[src/verilog/pims_pkg.sv]
// Shared constants and types for the PHY interrupt mask/status block.
// Assumes a 32-bit Avalon-MM slave port with byte addressing.
package pims_pkg;

  // ----------------------------------------------------------------
  // Register map
  // ----------------------------------------------------------------
  localparam int             DATA_W        = 16;
  localparam int             ADDR_W        = 10;
  localparam logic [7:0]     IDX_MASK      = 8'h19;
  localparam logic [7:0]     IDX_STATUS    = 8'h1a;
  localparam logic [7:0]     IDX_QUAL_CTRL = 8'h20;
  localparam logic [9:0]     ADDR_MASK      = {IDX_MASK, 2'b00};
  localparam logic [9:0]     ADDR_STATUS    = {IDX_STATUS, 2'b00};
  localparam logic [9:0]     ADDR_QUAL_CTRL = {IDX_QUAL_CTRL, 2'b00};

  // ----------------------------------------------------------------
  // Field positions and reset values
  // ----------------------------------------------------------------
  localparam int             BIT_SUMMARY   = 15;
  localparam int             BIT_SPEED     = 14;
  localparam int             BIT_DUPLEX    = 12;
  localparam int             BIT_RESERVED  = 6;
  localparam int             BIT_DOWNSHIFT = 2;
  localparam int             BIT_RX_ERR    = 0;
  localparam logic [15:0]    MASK_RESET    = 16'h0000;
  localparam logic [15:0]    STATUS_RESET  = 16'h0000;
  localparam logic [4:0]     QUAL_RESET    = 5'h00;

  // ----------------------------------------------------------------
  // Types
  // ----------------------------------------------------------------
  typedef struct packed {
    logic              read;
    logic              write;
    logic [ADDR_W-1:0] addr;
    logic [31:0]       wdata;
    logic [3:0]        be;
  } pims_bus_req_t;

  typedef struct packed {
    logic [3:0] advert;
    logic       anegEnable;
  } pims_qual_ctrl_t;

  typedef enum logic [1:0] {
    BUS_IDLE = 2'b01,
    BUS_ACK  = 2'b10
  } pims_bus_state_t;

  typedef enum logic [1:0] {
    SEL_NONE,
    SEL_MASK,
    SEL_STATUS,
    SEL_QUAL
  } pims_sel_t;

  // Address decode, shared by read mux and write path
  function automatic pims_sel_t pims_decode(input logic [ADDR_W-1:0] addr);
    case (addr)
      ADDR_MASK:      pims_decode = SEL_MASK;
      ADDR_STATUS:    pims_decode = SEL_STATUS;
      ADDR_QUAL_CTRL: pims_decode = SEL_QUAL;
      default:        pims_decode = SEL_NONE;
    endcase
  endfunction

endpackage

[src/verilog/pims_avalon_slave.sv]
// Avalon-MM handshake for the interrupt block: one wait state per access.
// Assumes the master holds its request until it sees waitrequest low.
`timescale 1ns/10ps
module pims_avalon_slave
  import pims_pkg::*;
(
  input  wire logic          clock,
  input  wire logic          rst,
  input  wire pims_bus_req_t req,
  input  wire logic [15:0]   readValue,
  output logic               waitrequest,
  output logic [31:0]        readdata,
  output logic               done
);

  pims_bus_state_t state_reg;
  pims_bus_state_t state_next;
  logic            active;

  assign active      = req.read | req.write;
  assign waitrequest = active & (state_reg != BUS_ACK);
  assign done        = active & (state_reg == BUS_ACK);

  always_comb
  begin
    case (state_reg)
      BUS_IDLE: state_next = active ? BUS_ACK : BUS_IDLE;
      BUS_ACK:  state_next = BUS_IDLE;
      default:  state_next = BUS_IDLE;
    endcase
  end

  always_ff @(posedge clock)
  begin
    if (rst)
      state_reg <= BUS_IDLE;
    else
      state_reg <= state_next;
  end

  // Snapshot taken one edge before completion; upper half reads zero
  always_ff @(posedge clock)
  begin
    if (rst)
      readdata <= 32'h0000_0000;
    else if (state_reg == BUS_IDLE && req.read)
      readdata <= {16'h0000, readValue};
  end

endmodule // pims_avalon_slave

[src/verilog/pims_event_qualifier.sv]
// Gates raw link events by the conditions under which each may assert.
// Assumes event inputs are single-cycle pulses synchronous to clock.
`timescale 1ns/10ps
module pims_event_qualifier
  import pims_pkg::*;
(
  input  wire logic            [14:0] rawEvent,
  input  wire pims_qual_ctrl_t        qual,
  input  wire logic                   rxErCarrierExt,
  output logic                 [14:0] qualEvent
);

  always_comb
  begin
    qualEvent = rawEvent;
    qualEvent[BIT_RESERVED] = 1'b0;
    qualEvent[BIT_SPEED]  = rawEvent[BIT_SPEED] & qual.anegEnable;
    qualEvent[BIT_DUPLEX] = rawEvent[BIT_DUPLEX] & qual.anegEnable;
    qualEvent[BIT_DOWNSHIFT] = rawEvent[BIT_DOWNSHIFT] & (&qual.advert);
    // Carrier extension is not an error, so it must not look like one
    qualEvent[BIT_RX_ERR] = rawEvent[BIT_RX_ERR] & ~rxErCarrierExt;
  end

endmodule // pims_event_qualifier

[src/verilog/pims_irq_ctrl.sv]
// Interrupt mask and clear-on-read status for one PHY port.
// Assumes one clock, synchronous reset, Avalon-MM register access.
//
// Register access over Avalon-MM was chosen for this implementation.
`timescale 1ns/10ps
module pims_irq_ctrl
  import pims_pkg::*;
(
  input  wire logic        clock,
  input  wire logic        rst,
  input  wire logic        softRst,
  input  wire logic [9:0]  avs_address,
  input  wire logic        avs_read,
  input  wire logic        avs_write,
  input  wire logic [31:0] avs_writedata,
  input  wire logic [3:0]  avs_byteenable,
  output logic      [31:0] avs_readdata,
  output logic             avs_waitrequest,
  input  wire logic [14:0] linkEvent,
  input  wire logic        rxErCarrierExt,
  output logic             irq,
  output logic             mgmtIrqPinOut,
  output logic             mgmtIrqPinOeN
);

  // ----------------------------------------------------------------
  // Bus front end
  // ----------------------------------------------------------------
  pims_bus_req_t   busReq;
  pims_sel_t       sel;
  logic [15:0]     readValue;
  logic            busDone;
  logic            wrStrobe;
  logic            rdStrobe;

  assign busReq.read  = avs_read;
  assign busReq.write = avs_write;
  assign busReq.addr  = avs_address;
  assign busReq.wdata = avs_writedata;
  assign busReq.be    = avs_byteenable;
  assign sel          = pims_decode(avs_address);
  assign wrStrobe     = busDone & avs_write;
  assign rdStrobe     = busDone & avs_read;

  pims_avalon_slave u_slave
  (
    .clock       (clock),
    .rst         (rst),
    .req         (busReq),
    .readValue   (readValue),
    .waitrequest (avs_waitrequest),
    .readdata    (avs_readdata),
    .done        (busDone)
  );

  // ----------------------------------------------------------------
  // Event qualification
  // ----------------------------------------------------------------
  pims_qual_ctrl_t qual_reg;
  logic [14:0]     qualEvent;

  pims_event_qualifier u_qual
  (
    .rawEvent       (linkEvent),
    .qual           (qual_reg),
    .rxErCarrierExt (rxErCarrierExt),
    .qualEvent      (qualEvent)
  );

  // ----------------------------------------------------------------
  // Byte-lane write merge
  // ----------------------------------------------------------------
  function automatic logic [15:0] merge16(input logic [15:0] old,
                                          input logic [31:0] wdata,
                                          input logic [3:0]  be);
    merge16 = old;
    if (be[0])
      merge16[7:0] = wdata[7:0];
    if (be[1])
      merge16[15:8] = wdata[15:8];
  endfunction

  // ----------------------------------------------------------------
  // Mask register
  // ----------------------------------------------------------------
  logic [15:0] mask_reg;
  logic [15:0] mask_next;

  always_comb
  begin
    mask_next = mask_reg;
    if (wrStrobe && sel == SEL_MASK)
      mask_next = merge16(mask_reg, avs_writedata, avs_byteenable);
  end

  // Soft reset deliberately does not touch the mask
  always_ff @(posedge clock)
  begin
    if (rst)
      mask_reg <= MASK_RESET;
    else
      mask_reg <= mask_next;
  end

  // ----------------------------------------------------------------
  // Qualifier control register
  // ----------------------------------------------------------------
  logic [15:0] qualWide;

  always_comb
  begin
    qualWide = merge16({11'h000, qual_reg}, avs_writedata, avs_byteenable);
  end

  always_ff @(posedge clock)
  begin
    if (rst)
      qual_reg <= QUAL_RESET;
    else if (wrStrobe && sel == SEL_QUAL)
      qual_reg <= qualWide[4:0];
  end

  // ----------------------------------------------------------------
  // Status register
  // ----------------------------------------------------------------
  logic [14:0] status_reg;
  logic [14:0] status_next;
  logic [14:0] reported;
  logic        summary;

  // Only bits handed out in the read snapshot are cleared, so an event
  // landing during the access stays pending
  assign reported = (rdStrobe && sel == SEL_STATUS) ? avs_readdata[14:0] : 15'h0000;

  always_comb
  begin
    status_next = (status_reg & ~reported) | qualEvent;
    status_next[BIT_RESERVED] = 1'b0;
  end

  always_ff @(posedge clock)
  begin
    if (rst || softRst)
      status_reg <= STATUS_RESET[14:0];
    else
      status_reg <= status_next;
  end

  // Summary clears with its causes because it is derived, not stored
  assign summary = |(status_reg & mask_reg[14:0]);

  // ----------------------------------------------------------------
  // Read mux
  // ----------------------------------------------------------------
  always_comb
  begin
    case (sel)
      SEL_MASK:   readValue = mask_reg;
      SEL_STATUS: readValue = {summary, status_reg};
      SEL_QUAL:   readValue = {11'h000, qual_reg};
      default:    readValue = 16'h0000;
    endcase
  end

  // ----------------------------------------------------------------
  // Interrupt outputs
  // ----------------------------------------------------------------
  // Open-drain pin: always drives low when enabled, floats otherwise
  assign mgmtIrqPinOut = 1'b0;

  always_ff @(posedge clock)
  begin
    if (rst)
    begin
      irq           <= 1'b0;
      mgmtIrqPinOeN <= 1'b1;
    end
    else
    begin
      irq           <= summary;
      mgmtIrqPinOeN <= ~(mask_reg[BIT_SUMMARY] & summary);
    end
  end

endmodule // pims_irq_ctrl

[config.mk]
export PLATFORM = sky130hd
export DESIGN_NAME = pims_irq_ctrl
export DESIGN_NICKNAME = d
export VERILOG_FILES = /design/src/verilog/pims_pkg.sv /design/src/verilog/pims_avalon_slave.sv /design/src/verilog/pims_event_qualifier.sv /design/src/verilog/pims_irq_ctrl.sv
export SDC_FILE = /design/constraint.sdc
export NUM_CORES = 1
export LEC_CHECK = 0
export BUFFER_PORTS_ARGS = -buffer_cell sky130_fd_sc_hd__buf_2
export CAP_MARGIN = 20
export CORE_AREA = 10 10 84 86
export DETAILED_ROUTE_END_ITERATION = 8
export DIE_AREA = 0 0 94 96
export PLACE_DENSITY = 0.89
export RECOVER_POWER = 100
export SLEW_MARGIN = 10
export SYNTH_ARGS = -nofsm -noshare
export SYNTH_HDL_FRONTEND = slang
export SYNTH_HIERARCHICAL = 1
export SYNTH_SLANG_ARGS = --single-unit
[constraint.sdc]
create_clock -name clock -period 3.55 [get_ports clock]
set_input_delay 0.5325 -clock clock [delete_from_list [all_inputs] [get_ports clock]]
set_output_delay 0.5325 -clock clock [all_outputs]
set_load 0.02 [all_outputs]
* Word level (Yosys, flattened, before mapping)
Cells that the tools add are included. W data, S select, Z words.
Operators by class: multiplexer cells 4, $lt $le $gt $ge 0, add/sub/neg operators 0, bitwise gates (word level) 17, shifts and indexed selects 0, eq/ne operators 9, reductions and logical operators 11, divide/modulo/power cells 0, multipliers 0
Operators with widths (number):
- $pmux W16 S3 | 1
- $and A15 B15 Y15 | 2
- $eq A10 B7 Y1 const B | 2
- $mux W15 | 1
- $not A15 Y15 | 1
- $or A15 B15 Y15 | 1
- $reduce_or A15 Y1 | 1
- $eq A10 B8 Y1 const B | 1
- $and A1 B1 Y1 | 9
- $eq A2 B2 Y1 const B | 3
- $pmux W2 S3 | 1
- $reduce_and A2 Y1 | 3
- $eq A2 B1 Y1 const B | 2
- $logic_and A1 B1 Y1 | 4
- $reduce_and A4 Y1 | 1
- $not A1 Y1 | 3
- $mux W2 | 1
- $ne A2 B2 Y1 const B | 1
- $reduce_or A2 Y1 | 1
- $logic_or A1 B1 Y1 | 1
- $or A1 B1 Y1 | 1
Storage, ports and cells: latch bits 0, register bits 56, memories kept 0, output and inout port bits 36, bits in read-only memories 0, input bits 67, RAM bits 0

* Logic depth before layout (Yosys ltp)
depth in word-level cells 8, gate-level depth with buffers 8, gate-level depth less buffers 6

* By module
Netlist, hierarchy kept.
By module, submodules not included:
- pims_irq_ctrl | area an instance 1766.7 um^2, sequential area each 740.7 um^2, instances 1, cells each 202
- pims_avalon_slave | area an instance 933.4 um^2, sequential area each 360.3 um^2, instances 1, cells each 96
- pims_event_qualifier | area an instance 117.6 um^2, sequential area each 0.0 um^2, instances 1, cells each 18

* Worst setup path before layout
Ideal clock, no wire load.
path kind input to register, from in avs_address[0], to reg u_slave.readdata[0], slack 1.316 ns, stages 8, buffers on the path 2, data required time 3.478 ns, data arrival time 2.162 ns, library setup time 0.072 ns, cell sequence or4b_1 buf_2 nor3_2 clkbuf_1 a222oi_1 inv_1 nand2b_1 mux2i_1
On the way: word-level cells in the longest chain between the ends 4, elaborated cells on any way between the ends 8, those cells by class eq/ne (6); mux (2)
Ends and longest elaborated chain:
- from (decl) | RTL line pims_irq_ctrl.sv:12 | input wire logic [9:0] avs_address,
- $eq A10 B8 Y1 or $eq A10 B7 Y1 (tied branches) | RTL line pims_pkg.sv:60 | case (addr)
- $pmux W2 S3 * | RTL line pims_pkg.sv:60
- $eq A2 B2 Y1 or $eq A2 B1 Y1 (tied branches) | RTL line pims_irq_ctrl.sv:157 | case (sel)
- $pmux W16 S3 * | RTL line pims_irq_ctrl.sv:157
- via readValue[0] | RTL line pims_irq_ctrl.sv:31 | logic [15:0] readValue;
- to (signal assigned) | RTL line pims_avalon_slave.sv:47 | readdata <= {16'h0000, readValue};
- to (decl) | RTL line pims_avalon_slave.sv:12 | output logic [31:0] readdata,
Mark *: on every way through the listed nets, which the timed path passes. The rest lies on a longest branch. A chain may end at the register's enable or synchronous reset.

* Worst setup path after layout
from in avs_address[0], to reg u_slave.readdata[4]
The elaborated chain is that of the path after synthesis.

==> out/metrics.yaml <==
outcome: "finished, final reports clean"
antenna_left: 0
p_leak_nw: 1.25
cts_made_buffers: 5
rows: 27
endpoint_kind: "flop"
crit_path_end: "u_slave/readdata[4]"
reg2reg_from: "u_slave/state_reg[1]"
clock_skew_ns: 0.0116
die_w_um: 94
cp_max_fo: 24
layoutNonFillerInstCount: 432
cts_max_level: 2
grt_pass1_vias: 2340
clk_pin_slew_worst_paths_ns: 0.10
worst_slew_pin_slew_ns: 1.26
dpl.hpwl_mm: 5.38
wl_per_cell_um: 16.6
rsz0062_at_grt: "no"
finalSetupViolCount: 0
grt_antenna_before_repair: 0
synthCells: 314
cts_resized: 0
drc: 0
viasPerCell: 5.49
worst_ep_required_time_ns: 3.80
powerDensity_nw_per_um2: 359
cap_violations: 0
cts_root_buf: "clkbuf_8"
rr_endpoint: "mask_reg[2]"
grt_pass1_wl_mm: 11.5
peakVddDrop_mv: 0.170
area_growth_pct: 8.92
io_pins: 103
slew_viol_final: 0
coreArea_um2: 5410
final_hold_viol_count: 0
first_pass_iters: 5
crit_arrival_ns: 2.90
r2r_slack_ns: 1.20
fin_nets: 426
drtIter0Drc: 295
synth_area_um2: 2810
cts.sinks: 55
worst_slack_ns: 0.896
setup_tns_ns: 0
place.gp.congestion: 0.823
port-buffer-count: 66
synth_area_per_cell_um2: 8.94
grt-ovfl-total: 0
hp-class: "reg2reg"
initial_utilization: 0.519
holdWs_ns: 0.426
crit_path_start: "avs_address[0]"
track_usage: 0.158
cts_hold_buf: 0
period_minus_slack_ns: 2.65
finalCoreUtilization: 0.566
insertedDiodeCount: 0
slew_headroom: 0.151
final_layout_size_suffix_gt1_frac: 0.167
fp.dieH_um: 96
clockBufferDepth: 2
grt_max_degree: 29
r2r_cells: 5
clock_latency_ns: 0.32
pre_cts_slack_ns: 0.952
dieArea_um2: 9020
dp.cells: 424
criticalPathCategory: "in2reg"
ys_warn_count: 6
critPathLaunchType: "input port"
cts_tree: "done"
vias: 2372
nFillCells: 504
drt_wl_total_mm: 7.17
post_cts_buffers: 0
fmax_mhz: 377
min_period_over_period: 0.748
-- per-layer routing --
layer / track usage / vias to the layer above / part of all wire
met5: 0 / - / 0
met4: 0.0684 / 0 / 0.021
met3: 0.0490 / 12 / 0.087
met2: 0.268 / 110 / 0.50
met1: 0.180 / 1093 / 0.40
li1: - / 1157 / -
-- where the power goes --
| part | total [W] | leakage (nW) | switching (W) | internal (W) |
|---|---|---|---|---|
| logic | 0.000102 | 0.760 | 0.0000605 | 0.0000418 |
| registers | 0.000633 | 0.445 | 0.00000787 | 0.000625 |
| clock network | 0.000361 | 0.0461 | 0.000218 | 0.000143 |
-- how the worst min path moves through the flow --
stage | startpoint | end | cells past startpoint
global placement | mask_reg[15] | mgmtIrqPinOeN | 1
global route | avs_writedata[11] | mask_reg[11] | 3
CTS | mask_reg[15] | mgmtIrqPinOeN | 1
detailed placement | mask_reg[15] | mgmtIrqPinOeN | 1
floorplan | mask_reg[15] | mgmtIrqPinOeN | 1
finish | mask_reg[15] | mgmtIrqPinOeN | 1
-- metrics by stage --
step	area [um^2]	total power (W)
finish	3060	0.00110
global route	3060	0.00114
CTS	3100	0.00110
detailed placement	3010	0.000748
global placement	3010	0.000745
floorplan	2860	0.000737
-- critical path, cell delays in order --
cell,delay [ns]
buf_2,0.10
or4b_1,0.63
nor3_1,0.26
clkbuf_1,0.80
a222oi_1,0.29
inv_1,0.10
nand2b_1,0.06
mux2i_1,0.13
-- final cells by class --
type / count / area (um^2) / share of cell area
clock buffer: 5 / 68.8 / 0.0225
timing repair buffer: 71 / 334 / 0.109
multi-input combinational: 205 / 1360 / 0.445
inverter: 21 / 78.8 / 0.0258
sequential: 55 / 1100 / 0.360
clock inverter: 3 / 23.8 / 0.00778
tap: 72 / 90.1 / 0.0295
-- cells in the final DEF (no fill, tap or decap), types with 7 or more instances in the layout --
master,n
nand2b_1,34
nor2_1,12
clkbuf_1,23
a41oi_1,14
nand3_1,11
conb_1,17
a21oi_1,14
a22o_1,10
o21ai_0,14
buf_2,45
mux2i_1,24
nand2_1,17
a22oi_1,7
dfxtp_1,55
inv_1,21
Note: power is estimated with default switching activity, not from simulation.
